[config.mk]
export PLATFORM = sky130hd
export DESIGN_NAME = nbci_host
export DESIGN_NICKNAME = d
export VERILOG_FILES = /design/src/verilog/nbci_pkg.sv /design/src/verilog/nbci_host.sv
export SDC_FILE = /design/constraint.sdc
export NUM_CORES = 1
export LEC_CHECK = 0
export BUFFER_PORTS_ARGS = -buffer_cell sky130_fd_sc_hd__buf_2
export CORE_ASPECT_RATIO = 0.9
export CORE_MARGIN = 2
export CORE_UTILIZATION = 30
export CTS_CLUSTER_SIZE = 40
export DETAILED_ROUTE_END_ITERATION = 12
export GPL_TIMING_DRIVEN = 0
export SLEW_MARGIN = 20
export SYNTH_ARGS = -nofsm -noshare
export SYNTH_HDL_FRONTEND = slang
export SYNTH_SLANG_ARGS = --single-unit
[constraint.sdc]
create_clock -name clk_i -period 4 [get_ports clk_i]
set_clock_uncertainty 0.15 [all_clocks]
set_input_delay 0.6 -clock clk_i [delete_from_list [all_inputs] [get_ports clk_i]]
set_output_delay 0.6 -clock clk_i [all_outputs]
set_load 0.02 [all_outputs]
[src/verilog/nbci_pkg.sv]
// Constants, command codes and enumerations for the NAND bus host sequencer.
// Assumes a 20 MHz system clock and one attached small-page NAND device.
package nbci_pkg;

  // System clock period and the pin phase timing, in nanoseconds.
  localparam int CLK_NS = 50;
  localparam int PHASE_NS = 150;
  localparam int BUSY_SETTLE_NS = 200;
  // Cycle counts derived from the times above; least times round up.
  localparam int PHASE_CYC = (PHASE_NS + CLK_NS - 1) / CLK_NS;
  localparam int SETTLE_CYC = (BUSY_SETTLE_NS + CLK_NS - 1) / CLK_NS;

  // Single-cycle command codes sent on the low byte lines.
  localparam logic [7:0] CODE_PTR_A = 8'h00;
  localparam logic [7:0] CODE_PTR_B = 8'h01;
  localparam logic [7:0] CODE_PTR_C = 8'h50;
  localparam logic [7:0] CODE_SIGN = 8'h90;
  localparam logic [7:0] CODE_STAT = 8'h70;
  localparam logic [7:0] CODE_RST = 8'hFF;
  localparam logic [7:0] CODE_PROG = 8'h80;
  localparam logic [7:0] CODE_PCONF = 8'h10;
  localparam logic [7:0] CODE_COPY = 8'h8A;
  localparam logic [7:0] CODE_ERASE = 8'h60;
  localparam logic [7:0] CODE_ECONF = 8'hD0;

  // Address field positions and the number of address cycles.
  localparam int ADDR_W = 27;
  localparam int COL_LSB = 0;
  localparam int ROW1_LSB = 9;
  localparam int ROW2_LSB = 17;
  localparam int PLANE_LSB = 25;
  localparam logic [1:0] ADDR_LAST = 2'h3;
  localparam logic [1:0] ERASE_FIRST = 2'h1;

  // Operations the user side may request.
  typedef enum logic [2:0] {
    NBCI_OP_READ = 3'h0,
    NBCI_OP_PROG = 3'h1,
    NBCI_OP_ERASE = 3'h2,
    NBCI_OP_COPY = 3'h3,
    NBCI_OP_STAT = 3'h4,
    NBCI_OP_SIGN = 3'h5,
    NBCI_OP_RST = 3'h6
  } nbci_op_t;

  // Area pointer choices for read and program.
  typedef enum logic [1:0] {
    NBCI_AREA_A = 2'h0,
    NBCI_AREA_B = 2'h1,
    NBCI_AREA_C = 2'h2
  } nbci_area_t;

  // Sequencer states, one-hot.
  typedef enum logic [7:0] {
    NBCI_ST_IDLE = 8'h01,
    NBCI_ST_PTR = 8'h02,
    NBCI_ST_CMD = 8'h04,
    NBCI_ST_ADDR = 8'h08,
    NBCI_ST_WDATA = 8'h10,
    NBCI_ST_CONF = 8'h20,
    NBCI_ST_BUSY = 8'h40,
    NBCI_ST_RDATA = 8'h80
  } nbci_state_t;

endpackage : nbci_pkg

[src/verilog/nbci_host.sv]
// NAND bus host sequencer and its program-data FIFO.
// Assumes the device pins are sampled synchronously to clk_i and that the
// bench resolves the shared data lines from the output enable.
`timescale 1ns/1ps

////////////////////////////////////////////////////////////////////////////////
// Synchronous FIFO, flip-flop storage, valid/ready on both sides.
module nbci_fifo #(
  parameter int WIDTH = 16,
  parameter int DEPTH = 16
) (
  // Clock and reset.
  input wire logic clk_i,
  input wire logic rst_n_i,
  // Filling side.
  input wire logic in_valid_i,
  input wire logic [WIDTH-1:0] in_data_i,
  output logic in_ready_o,
  // Draining side.
  output logic out_valid_o,
  output logic [WIDTH-1:0] out_data_o,
  input wire logic out_ready_i
);
  localparam int AW = $clog2(DEPTH);
  logic [WIDTH-1:0] mem_r [DEPTH];  // Storage words.
  logic [AW-1:0] wr_ptr_r;  // Next slot to write.
  logic [AW-1:0] rd_ptr_r;  // Head slot.
  logic [AW:0] count_r;  // Words held.
  logic push;
  logic pop;

  assign push = in_valid_i && in_ready_o;
  assign pop = out_valid_o && out_ready_i;
  assign out_valid_o = (count_r != '0);
  assign out_data_o = mem_r[rd_ptr_r];

  // Storage write; data needs no reset.
  always_ff @(posedge clk_i)
  begin
    if (push)
    begin
      mem_r[wr_ptr_r] <= in_data_i;
    end
  end

  // Pointers and occupancy.
  always_ff @(posedge clk_i)
  begin
    if (!rst_n_i)
    begin
      wr_ptr_r <= '0;
      rd_ptr_r <= '0;
      count_r <= '0;
      in_ready_o <= 1'b1;
    end
    else
    begin
      if (push)
      begin
        wr_ptr_r <= (wr_ptr_r == AW'(DEPTH - 1)) ? '0 : wr_ptr_r + 1'b1;
      end
      if (pop)
      begin
        rd_ptr_r <= (rd_ptr_r == AW'(DEPTH - 1)) ? '0 : rd_ptr_r + 1'b1;
      end
      // Ready is kept in a flop so the fill side sees a registered output.
      if (push && !pop)
      begin
        count_r <= count_r + 1'b1;
        in_ready_o <= (count_r != (AW + 1)'(DEPTH - 1));
      end
      else if (pop && !push)
      begin
        count_r <= count_r - 1'b1;
        in_ready_o <= 1'b1;
      end
    end
  end
endmodule : nbci_fifo

////////////////////////////////////////////////////////////////////////////////
// Host sequencer: turns one user request into a full pin sequence.
module nbci_host #(
  parameter int LEN_W = 10,
  parameter int FIFO_DEPTH = 16,
  parameter bit BIG_DENSITY = 1'b1
) (
  // Clock and reset.
  input wire logic clk_i,
  input wire logic rst_n_i,
  // Request port.
  input wire logic cmd_valid_i,
  output logic cmd_ready_o,
  input wire nbci_pkg::nbci_op_t cmd_op_i,
  input wire nbci_pkg::nbci_area_t cmd_area_i,
  input wire logic [nbci_pkg::ADDR_W-1:0] cmd_addr_i,
  input wire logic [nbci_pkg::ADDR_W-1:0] cmd_addr2_i,
  input wire logic [LEN_W-1:0] cmd_len_i,
  input wire logic wide_i,
  output logic done_o,
  // Program data stream.
  input wire logic wr_valid_i,
  input wire logic [15:0] wr_data_i,
  output logic wr_ready_o,
  // Read data stream.
  output logic rd_valid_o,
  output logic [15:0] rd_data_o,
  // Device pins.
  output logic chip_on_n_o,
  output logic cmd_phase_sel_o,
  output logic addr_phase_sel_o,
  output logic input_latch_n_o,
  output logic fetch_pulse_n_o,
  output logic protect_n_o,
  output logic [15:0] dq_o,
  output logic dq_oe_n_o,
  input wire logic [15:0] dq_i,
  input wire logic ready_busy_i
);
  import nbci_pkg::*;

  nbci_state_t state_r;  // Sequencer state.
  nbci_op_t op_r;  // Operation in progress.
  nbci_area_t area_r;  // Pointer chosen for it.
  logic [ADDR_W-1:0] addr_r;  // Current address.
  logic [ADDR_W-1:0] addr2_r;  // Copy-back target.
  logic [LEN_W-1:0] len_r;  // Data words to move.
  logic [LEN_W-1:0] cnt_r;  // Word or address cycle index.
  logic stage2_r;  // Copy-back target stage.
  logic [7:0] div_r;  // Phase divider.
  logic tick;  // One-cycle phase enable.
  logic [1:0] ph_r;  // Bus cycle phase: setup, strobe low, strobe high.
  logic [7:0] settle_r;  // Wait before trusting the busy line.
  logic is_wr;  // State issues write cycles.
  logic stall;  // No program word ready yet.
  logic cyc_done;  // Bus cycle ends this clock.
  logic [7:0] wr_byte;  // Byte for command or address cycles.
  logic [7:0] ptr_code;  // Pointer code for the chosen area.
  logic fifo_valid;
  logic [15:0] fifo_data;
  logic fifo_pop;

  ////////////////////////////////////////////////////////////////////////////
  // Program data buffer; the sequencer stalls while it is empty.
  nbci_fifo #(.WIDTH(16), .DEPTH(FIFO_DEPTH)) u_fifo (
    .clk_i(clk_i),
    .rst_n_i(rst_n_i),
    .in_valid_i(wr_valid_i),
    .in_data_i(wr_data_i),
    .in_ready_o(wr_ready_o),
    .out_valid_o(fifo_valid),
    .out_data_o(fifo_data),
    .out_ready_i(fifo_pop)
  );

  assign cmd_ready_o = state_r[0];
  assign is_wr = (state_r == NBCI_ST_PTR) || (state_r == NBCI_ST_CMD) ||
                 (state_r == NBCI_ST_ADDR) || (state_r == NBCI_ST_WDATA) ||
                 (state_r == NBCI_ST_CONF);
  assign stall = (state_r == NBCI_ST_WDATA) && !fifo_valid;
  assign cyc_done = tick && (ph_r == 2'h2);
  assign fifo_pop = cyc_done && (state_r == NBCI_ST_WDATA);

  // Pointer code; the second-half code is never sent in wide mode.
  always_comb
  begin
    case (area_r)
      NBCI_AREA_B: ptr_code = wide_i ? CODE_PTR_A : CODE_PTR_B;
      NBCI_AREA_C: ptr_code = CODE_PTR_C;
      default: ptr_code = CODE_PTR_A;
    endcase
  end

  // Byte placed on the low lines for command and address cycles.
  always_comb
  begin
    wr_byte = 8'h00;
    if (state_r == NBCI_ST_ADDR)
    begin
      // The half-page bit never travels in an address cycle.
      case (cnt_r[1:0])
        2'h0: wr_byte = addr_r[COL_LSB +: 8];
        2'h1: wr_byte = addr_r[ROW1_LSB +: 8];
        2'h2: wr_byte = addr_r[ROW2_LSB +: 8];
        default: wr_byte = {6'h00, addr_r[PLANE_LSB + 1] & BIG_DENSITY, addr_r[PLANE_LSB]};
      endcase
    end
    else if (state_r == NBCI_ST_PTR)
    begin
      wr_byte = ptr_code;
    end
    else if (state_r == NBCI_ST_CONF)
    begin
      wr_byte = (op_r == NBCI_OP_PROG) ? CODE_PCONF : CODE_ECONF;
    end
    else
    begin
      case (op_r)
        NBCI_OP_READ: wr_byte = ptr_code;
        NBCI_OP_PROG: wr_byte = CODE_PROG;
        NBCI_OP_ERASE: wr_byte = CODE_ERASE;
        NBCI_OP_COPY: wr_byte = stage2_r ? CODE_COPY : CODE_PTR_A;
        NBCI_OP_STAT: wr_byte = CODE_STAT;
        NBCI_OP_SIGN: wr_byte = CODE_SIGN;
        default: wr_byte = CODE_RST;
      endcase
    end
  end

  ////////////////////////////////////////////////////////////////////////////
  // Phase divider: one enable pulse every PHASE_CYC clocks.
  always_ff @(posedge clk_i)
  begin
    if (!rst_n_i || state_r[0])
    begin
      div_r <= '0;
    end
    else
    begin
      div_r <= (div_r == 8'(PHASE_CYC - 1)) ? 8'h00 : div_r + 8'h01;
    end
  end
  assign tick = (div_r == 8'(PHASE_CYC - 1));

  // Bus cycle phase; holds in setup while a program word is missing.
  always_ff @(posedge clk_i)
  begin
    if (!rst_n_i || state_r[0] || state_r == NBCI_ST_BUSY)
    begin
      ph_r <= 2'h0;
    end
    else if (tick && !stall)
    begin
      ph_r <= (ph_r == 2'h2) ? 2'h0 : ph_r + 2'h1;
    end
  end

  ////////////////////////////////////////////////////////////////////////////
  // Sequencer: walks setup, address, data, confirm and busy wait.
  always_ff @(posedge clk_i)
  begin
    if (!rst_n_i)
    begin
      state_r <= NBCI_ST_IDLE;
      op_r <= NBCI_OP_READ;
      area_r <= NBCI_AREA_A;
      addr_r <= '0;
      addr2_r <= '0;
      len_r <= '0;
      cnt_r <= '0;
      stage2_r <= 1'b0;
      settle_r <= '0;
      done_o <= 1'b0;
    end
    else
    begin
      done_o <= 1'b0;
      case (state_r)
        NBCI_ST_IDLE:
        begin
          if (cmd_valid_i)
          begin
            op_r <= cmd_op_i;
            area_r <= (cmd_op_i == NBCI_OP_COPY) ? NBCI_AREA_A : cmd_area_i;
            addr_r <= cmd_addr_i;
            addr2_r <= cmd_addr2_i;
            len_r <= (cmd_op_i == NBCI_OP_STAT) ? LEN_W'(1) : cmd_len_i;
            stage2_r <= 1'b0;
            cnt_r <= '0;
            state_r <= (cmd_op_i == NBCI_OP_PROG) ? NBCI_ST_PTR : NBCI_ST_CMD;
          end
        end
        NBCI_ST_PTR:
        begin
          if (cyc_done)
          begin
            state_r <= NBCI_ST_CMD;
          end
        end
        NBCI_ST_CMD:
        begin
          if (cyc_done)
          begin
            // Erase sends only the row cycles.
            cnt_r <= (op_r == NBCI_OP_ERASE) ? LEN_W'(ERASE_FIRST) : '0;
            settle_r <= '0;
            case (op_r)
              NBCI_OP_STAT, NBCI_OP_SIGN: state_r <= NBCI_ST_RDATA;
              NBCI_OP_RST: state_r <= NBCI_ST_BUSY;
              default: state_r <= NBCI_ST_ADDR;
            endcase
          end
        end
        NBCI_ST_ADDR:
        begin
          if (cyc_done)
          begin
            cnt_r <= cnt_r + 1'b1;
            if (cnt_r[1:0] == ADDR_LAST)
            begin
              // Index 3 is always the last cycle: four cycles, or three for erase.
              cnt_r <= '0;
              settle_r <= '0;
              case (op_r)
                NBCI_OP_PROG: state_r <= NBCI_ST_WDATA;
                NBCI_OP_ERASE: state_r <= NBCI_ST_CONF;
                default: state_r <= NBCI_ST_BUSY;
              endcase
            end
          end
        end
        NBCI_ST_WDATA:
        begin
          if (cyc_done)
          begin
            cnt_r <= cnt_r + 1'b1;
            if (cnt_r == len_r - 1'b1)
            begin
              state_r <= NBCI_ST_CONF;
            end
          end
        end
        NBCI_ST_CONF:
        begin
          if (cyc_done)
          begin
            settle_r <= '0;
            state_r <= NBCI_ST_BUSY;
          end
        end
        NBCI_ST_BUSY:
        begin
          // Nothing new is issued until the device reports ready.
          if (settle_r != 8'(SETTLE_CYC))
          begin
            settle_r <= settle_r + 8'h01;
          end
          else if (ready_busy_i)
          begin
            cnt_r <= '0;
            if (op_r == NBCI_OP_READ)
            begin
              state_r <= NBCI_ST_RDATA;
            end
            else if (op_r == NBCI_OP_COPY && !stage2_r)
            begin
              // Target stage; the optional trailing confirm is omitted.
              stage2_r <= 1'b1;
              addr_r <= addr2_r;
              state_r <= NBCI_ST_CMD;
            end
            else
            begin
              done_o <= 1'b1;
              state_r <= NBCI_ST_IDLE;
            end
          end
        end
        NBCI_ST_RDATA:
        begin
          if (cyc_done)
          begin
            cnt_r <= cnt_r + 1'b1;
            if (cnt_r == len_r - 1'b1)
            begin
              done_o <= 1'b1;
              state_r <= NBCI_ST_IDLE;
            end
          end
        end
        default:
        begin
          state_r <= NBCI_ST_IDLE;
        end
      endcase
    end
  end

  ////////////////////////////////////////////////////////////////////////////
  // Read capture: one word per read strobe, sampled late in its low phase.
  always_ff @(posedge clk_i)
  begin
    if (!rst_n_i)
    begin
      rd_valid_o <= 1'b0;
      rd_data_o <= 16'h0000;
    end
    else
    begin
      rd_valid_o <= (state_r == NBCI_ST_RDATA) && tick && (ph_r == 2'h1);
      if ((state_r == NBCI_ST_RDATA) && tick && (ph_r == 2'h1))
      begin
        rd_data_o <= wide_i ? dq_i : {8'h00, dq_i[7:0]};
      end
    end
  end

  ////////////////////////////////////////////////////////////////////////////
  // Pin drivers, registered from state and phase.
  always_ff @(posedge clk_i)
  begin
    if (!rst_n_i)
    begin
      chip_on_n_o <= 1'b1;
      cmd_phase_sel_o <= 1'b0;
      addr_phase_sel_o <= 1'b0;
      input_latch_n_o <= 1'b1;
      fetch_pulse_n_o <= 1'b1;
      protect_n_o <= 1'b0;
      dq_o <= 16'h0000;
      dq_oe_n_o <= 1'b1;
    end
    else
    begin
      // Deselected in idle, so the device stands by.
      chip_on_n_o <= state_r[0];
      cmd_phase_sel_o <= (state_r == NBCI_ST_PTR) || (state_r == NBCI_ST_CMD) ||
                         (state_r == NBCI_ST_CONF);
      addr_phase_sel_o <= (state_r == NBCI_ST_ADDR);
      input_latch_n_o <= !(is_wr && (ph_r == 2'h1));
      fetch_pulse_n_o <= !((state_r == NBCI_ST_RDATA) && (ph_r == 2'h1));
      // Protect released only inside program, erase and copy-back.
      protect_n_o <= !state_r[0] && ((op_r == NBCI_OP_PROG) ||
                     (op_r == NBCI_OP_ERASE) || (op_r == NBCI_OP_COPY));
      // Bus is released outside write cycles so the device may drive it.
      dq_oe_n_o <= !is_wr;
      if (state_r == NBCI_ST_WDATA)
      begin
        dq_o <= wide_i ? fifo_data : {8'h00, fifo_data[7:0]};
      end
      else
      begin
        dq_o <= {8'h00, wr_byte};
      end
    end
  end

endmodule : nbci_host

==> results of run 1 <==
## worst reg2reg max path, cell delays in order, from the launching register on
cell and delay [ns]:
dfxtp_1 0.36, or4_4 0.58, nor3_2 0.18, nand3b_1 0.14, nor3_2 0.30, inv_1 0.09
ha_1 0.24, inv_1 0.18, ha_1 0.30, a21o_1 0.17, a21oi_1 0.17, xnor2_1 0.09
or3_1 0.31, a21oi_1 0.14
## synth_stat cells (all sizes together), types with 5 or more instances
master | instances | area [sq um]
nand2b | 7 | 43.79
mux4 | 69 | 1554
a222oi | 8 | 80.08
nor3 | 25 | 151.4
nand2 | 151 | 571.8
inv | 17 | 63.81
or3 | 8 | 50.05
buf | 29 | 158.9
or4 | 6 | 52.55
nor2b | 18 | 112.6
dfxtp | 163 | 3263
clkbuf | 54 | 203.9
a21oi | 94 | 478.0
nand4 | 6 | 37.54
o22ai | 7 | 43.79
o21ai | 21 | 108.9
and3 | 7 | 43.79
nand3 | 44 | 220.2
xor2 | 22 | 192.7
xnor2 | 15 | 131.4
mux2i | 48 | 480.5
nor3b | 10 | 75.07
nor2 | 107 | 404.1
edfxtp | 256 | 7687
nor4 | 7 | 50.05
a211oi | 48 | 480.5
ha | 21 | 262.8
a21o | 5 | 37.54
## flip-flops by register name (all words and copies together) (netlist names), 2 cells and up, named ones only
signal	flops
div_r	8
u_fifo.count_r	5
cnt_r	10
area_r	2
op_r	3
settle_r	8
u_fifo.wr_ptr_r	4
len_r	10
ph_r	2
addr_r	26
dq_o	16
rd_data_o	16
u_fifo.mem_r	256
state_r	8
u_fifo.rd_ptr_r	4
addr2_r	26
## power groups by stage
stage	sequential [mW]	combinational, mW	clock (mW)
global route	5.00	1.79	4.30
floorplan	5.04	1.13	0
global placement	5.06	1.58	0
detailed placement	5.07	1.64	0
finish	4.98	1.64	4.05
CTS	4.98	1.64	4.13
## path summary, 6_finish.rpt
path	startpoint	endpoint	slack [ns]	cells after the start
hold / removal	cmd_addr2_i[21]	addr2_r[21]$_SDFFE_PN0P_	0.08	3
setup / recovery	state_r[5]$_SDFFE_PN0P_	u_fifo.count_r[4]$_SDFFE_PN0P_	0.51	13
hold reg to reg	rd_data_o[8]$_SDFFE_PN0P_	rd_data_o[8]$_SDFFE_PN0P_	0.30	2
setup reg to reg	state_r[5]$_SDFFE_PN0P_	u_fifo.count_r[4]$_SDFFE_PN0P_	0.51	13
## layout make-up
| cell class | count | share of cell area |
|---|---|---|
| Inverter | 18 | 0.003237 |
| Sequential cell | 419 | 0.5247 |
| Clock inverter | 13 | 0.007614 |
| Timing Repair Buffer | 157 | 0.04017 |
| Clock buffer | 66 | 0.06163 |
| Multi-Input combinational cell | 808 | 0.2989 |
| Tap cell | 774 | 0.04640 |
| Buffer | 83 | 0.01739 |
## layer usage
metal,up-vias,share of wire
li1,5374,-
met1,5778,0.43
met2,384,0.48
met3,70,0.065
met4,6,0.021
met5,-,0.00072
## cells by family (layout without fill, tap and decap cells)
group,count (synthesis),after routing,synth area share
flip-flops,419,419,0.6253
AND/OR/NAND/NOR,418,418,0.1138
AO/OA/AOI/OAI,211,211,0.08366
multiplexers,119,119,0.1175
buffers and inverters,101,337,0.02458
XOR/XNOR,37,37,0.01850
adder cells (fa/ha/maj),23,23,0.01672
## repair_timing
item	CTS	global route
setup endpoints to repair	0	2
gates resized for setup	0	1
hold buffers	0	0
setup buffers	0	2
## metrics by stage
step / instance area [sq um] / setup WS [ns] / cells
2_1_floorplan: 17510 / 0.8198 / 1328
3_3_place_gp: 19210 / -0.3830 / 2247
3_5_place_dp: 19400 / 0.09883 / 2257
4_1_cts: 20850 / 0.05282 / 2336
5_1_grt: 20870 / 0.2216 / 2338
6_report: 20870 / 0.5067 / 2338
==> flow_summary.ini, run 1 <==
[status]
outcome = completed

[worst_hold_path]
holdCritPathClass = in2reg

[die]
row_count = 84
die_w_um = 258.7
start_util = 0.3013
core_sq_um = 58120
io_pins = 150
dieArea_sq_um = 60330
die_y_um = 233.2

[critical_path]
endpoint_kind = flip-flop
cp-start-kind = flip-flop
worstPathCellList = or4_4 -> nor3_2 -> nand3b_1 -> nor3_2 -> inv_1 -> ha_1 -> inv_1 -> ha_1 -> a21o_1 -> a21oi_1 -> xnor2_1 -> or3_1 -> a21oi_1
cp_top_family = simple AND/OR/NAND/NOR gates
worstPathArrival_ns = 3.83
crit_fanout = 7
crit_slowest_cell = or4_4
cp.required_ns = 4.34
worstSetupPathType = reg2reg
path_buf_inv = 2
cpPeakStageDelay_ns = 0.58

[place]
routabilityCongestion = 0.9084
io_buffers = 145
place_hpwl_um = 32710

[route]
vias = 11612
routed_wirelength_um = 46920
wl_per_cell_um = 20.07
drc_errors = 0
drt_iter0_drc = 997
ant_nets = 0
routed_via_density = 4.967
firstDrtPassIters = 6

[layout]
final_layout_size_suffix_gt1_frac = 0.2404
n_antenna_cell = 0
final_cell_mix = edfxtp_1, buf_2, dfxtp_1, nand2_1, nor2_1
layout_commonest_cell = edfxtp_1
multi_input_comb_area_sq_um = 6237
area_growth_pct = 19.17
fin_nets = 1661
fillers = 5589
sequential_cell_area_sq_um = 10950
fin_util = 0.3591

[yosys]
syn_inst = 1328
seq_area_frac_synth = 0.6253
synthFlopType = edfxtp_1
ys_async_sr_fraction = 0
yosys_warnings = 0
netlist_area_sq_um = 17510
synth_nets = 1457
synth.distinct_cells = 73
synth_edf_count = 256
post_synth.cell_area_avg_sq_um = 13.19
synth-seq-cells = 419

[timing]
rsz0062_at_grt = false
tns_ns = 0
fmax_mhz = 286.3
finalHoldViolations = 0
tightestPinTransition_ns = 0.9713
finalMaxSlewViolations = 0
setup_viol = 0
post-route-period-util = 0.8733
fin_hold_ws_ns = 0.07779
slew-limit-headroom = 0.3525
min_period_ns = 3.493

[clock_tree]
clk_latency_ns = 0.59
cts_tree = done
clock_sinks = 419
cts-buffers-inserted = 45
h-tree-depth = 2
cts_buffer_depth = 3
clk_pin_slew_ns = 0.06
clockRootBuffer = clkbuf_16

[flow_run]
max_cap_violations = 0

[power]
power.density_nw_per_um2 = 511.2
netSwitchingFraction = 0.2747
p_clk_frac = 0.380
seqPwrFrac = 0.467
power_frac_comb = 0.154
switchingPower_mw = 2.931
peakVddDrop_mv = 0.3306
finalPower_mw = 10.67
p_leak_nw = 7.179
p_int_mw = 7.738

[global_route]
grtUsageMet1 = 0.1991
grt_max_degree = 17
use_met2 = 0.2602
antenna_found_initial = 5
gr-max-usage-layer = met2
gr-usage-met3 = 0.03049
grt_pass1_wl_um = 69880
gr-total-overflow = 0
grtUsageTotal = 0.1534
grt_pass1_vias = 11433
Note: power is estimated with default switching activity, not from simulation.
==> run 2: changes to the inputs <==
--- a/config.mk
+++ b/config.mk
@@ -5,13 +5,16 @@
 export SDC_FILE = /design/constraint.sdc
 export NUM_CORES = 1
 export LEC_CHECK = 0
+export ABC_AREA = 1
 export BUFFER_PORTS_ARGS = -buffer_cell sky130_fd_sc_hd__buf_2
+export CAP_MARGIN = 40
 export CORE_ASPECT_RATIO = 0.9
 export CORE_MARGIN = 2
 export CORE_UTILIZATION = 30
 export CTS_CLUSTER_SIZE = 40
 export DETAILED_ROUTE_END_ITERATION = 12
 export GPL_TIMING_DRIVEN = 0
+export RECOVER_POWER = 50
 export SLEW_MARGIN = 20
 export SYNTH_ARGS = -nofsm -noshare
 export SYNTH_HDL_FRONTEND = slang
==> flow_summary.ini, run 2 <==
[layout]
largestRegisters = u_fifo.mem_r: 256 flops, addr2_r: 26 flops, addr_r: 26 flops
final_layout_size_suffix_gt1_frac = 0.1068
regMostFlops = u_fifo.mem_r
fin_nets = 2153
final_cell_mix = nor2_1, nand2_1, edfxtp_1, o21ai_0, dfxtp_1
stdcell_count = 2834
layout_commonest_cell = nor2_1
area_growth_pct = 17.38
largest_reg_flops = 256

[timing]
setup_viol = 0
slew-limit-headroom = -0.4326
fin_hold_ws_ns = 0.09747
min_period_ns = 3.385
finalHoldViolations = 0
finalWorstSetupSlack_ns = 0.6150
rsz0062_at_grt = false
finalMaxSlewViolations = 34
post-route-period-util = 0.8463
fmax_mhz = 295.4
tightestPinTransition_ns = 2.141
tns_ns = 0

[die]
die_w_um = 261
start_util = 0.3041
io_pins = 150
dieArea_sq_um = 61410
die_y_um = 235.3
row_count = 84
core_sq_um = 58650

[clock_tree]
cts_tree = done
clk_latency_ns = 0.59
clock_sinks = 419
cts-buffers-inserted = 44
cts_resized = 0
holdBufCountCts = 0
cts_buffer_depth = 3
clk_pin_slew_ns = 0.06
post-cts-setup-buffers = 0
clockRootBuffer = clkbuf_16
h-tree-depth = 2

[global_route]
grt_pass1_wl_um = 82160
gr-total-overflow = 0
grt_max_degree = 17
grtUsageTotal = 0.1741
grt_pass1_vias = 14130
antenna_found_initial = 2

[route]
drc_errors = 0
wl_per_cell_um = 18.97
firstDrtPassIters = 5
ant_nets = 0
routed_wirelength_um = 53770
drt_iter0_drc = 1483
vias = 14416
routed_via_density = 5.087

[critical_path]
path_buf_inv = 3
crit_path_end = u_fifo.count_r[4]$_SDFFE_PN0P_
cp-start-kind = flip-flop
worstPathArrival_ns = 3.70
worstSetupStartpoint = state_r[0]$_SDFFE_PN1P_
r2r_start = state_r[0]$_SDFFE_PN1P_
cp_top_family = simple AND/OR/NAND/NOR gates
rrSetupSlack_ns = 0.61
crit_slowest_cell = dfxtp_1
r2r_end = u_fifo.count_r[4]$_SDFFE_PN0P_
worstSetupPathType = reg2reg
worstPathCellList = nor2_2 -> nand2_4 -> nor2_2 -> inv_2 -> nor3_4 -> inv_1 -> ha_1 -> inv_1 -> ha_1 -> a21o_1 -> a31oi_1 -> nor2_1 -> nor2_1 -> nand2_1 -> o21ai_0 -> a21oi_1
cp.required_ns = 4.31
cp.depth = 16
worstRegToRegCells = 16
cpPeakStageDelay_ns = 0.37
endpoint_kind = flip-flop
crit_fanout = 8

[place]
numPlacedInstances = 2751
place_hpwl_um = 37670
io_buffers = 145
routabilityCongestion = 0.9343
place_ws_ns = 0.6580

[yosys]
seq_area_frac_synth = 0.6140
synth-seq-cells = 419
synth.distinct_cells = 47
synthFlopType = edfxtp_1
post_synth.cell_area_avg_sq_um = 9.772
synth.top_cell.area_share = 0.4311
synth_nets = 1954
synth_common_cells = nor2_1, nand2_1, edfxtp_1
ys_async_sr_fraction = 0
netlist_area_sq_um = 17830
syn_inst = 1825
yosys_warnings = 0
synth_most_common_cell = nor2_1
synth_top_area_cell = edfxtp_1
synth_area_leaders = edfxtp_1, dfxtp_1, nor2_1, o21ai_0, nand2_1
synth_edf_count = 256

[power]
peakVddDrop_mv = 0.2705
power.density_nw_per_um2 = 536.6
p_leak_nw = 7.787

[worst_hold_path]
holdCritPathClass = in2reg

[status]
outcome = complete, but fails checks
violations = max-capacitance violations, max-slew violations

[flow_run]
max_cap_violations = 2
-- run 2: per-stage QoR --
stage / power [mW] / instance area [sq um] / util
final: 11.23 / 20930 / 0.3569
after global routing: 11.78 / 20930 / 0.3569
after CTS: 11.29 / 21040 / 0.3587
after detailed placement: 7.437 / 19700 / 0.3360
after global placement: 7.388 / 19530 / 0.3330
after floorplan: 6.732 / 17830 / -
-- run 2: worst min path at each step --
| stage | start | end | cells after the start |
|---|---|---|---|
| CTS | cmd_addr2_i[1] | addr2_r[1]$_SDFFE_PN0P_ | 3 |
| global route | dq_i[8] | rd_data_o[8]$_SDFFE_PN0P_ | 3 |
| global placement | div_r[0]$_SDFF_PP0_ | div_r[0]$_SDFF_PP0_ | 1 |
| floorplan | div_r[0]$_SDFF_PP0_ | div_r[0]$_SDFF_PP0_ | 1 |
| detailed placement | rd_data_o[15]$_SDFFE_PN0P_ | rd_data_o[15]$_SDFFE_PN0P_ | 1 |
| finish | cmd_addr2_i[1] | addr2_r[1]$_SDFFE_PN0P_ | 3 |
-- run 2: kinds of logic after synthesis --
| family | count (synthesis) | synth area share |
|---|---|---|
| compound gates | 406 | 0.1356 |
| xor+xnor | 13 | 0.006385 |
| fa+ha+maj | 22 | 0.01586 |
| buf+inv | 199 | 0.04476 |
| flops | 419 | 0.6140 |
| simple gates | 766 | 0.1833 |
-- run 2: power by group --
| part | internal [mW] | total, mW | switching [mW] |
|---|---|---|---|
| registers | 4.95 | 5.18 | 0.230 |
| logic | 0.732 | 2.18 | 1.45 |
| clock network | 2.17 | 3.87 | 1.70 |
| total | 7.85 | 11.2 | 3.38 |
-- run 2: layer usage --
layer / up-vias / routed length [um] / global-route usage
met3: 99 / 4147 / 0.03542
met1: 6984 / 23510 / 0.2376
li1: 6804 / - / -
met2: 527 / 24400 / 0.2697
met4: 2 / 1702 / 0.06973
met5: - / 13 / 0
-- run 2: tightest hold or removal path: cells and delay by family --
family                 cells  cell delay [ns]
buffers and inverters      1             0.08
and+or+nand+nor            2             0.12
-- run 2: cell type report --
type,instances,area [sq um]
diodes,1,2.502
clock inverters,15,120.1
fillers,5930,37710
clock buffers,66,1214
repair buffers,153,747.0
multi-input cells,1207,6135
well taps,774,968.4
flip-flops and latches,419,10950
plain buffers,99,417.9
inverters,100,377.9
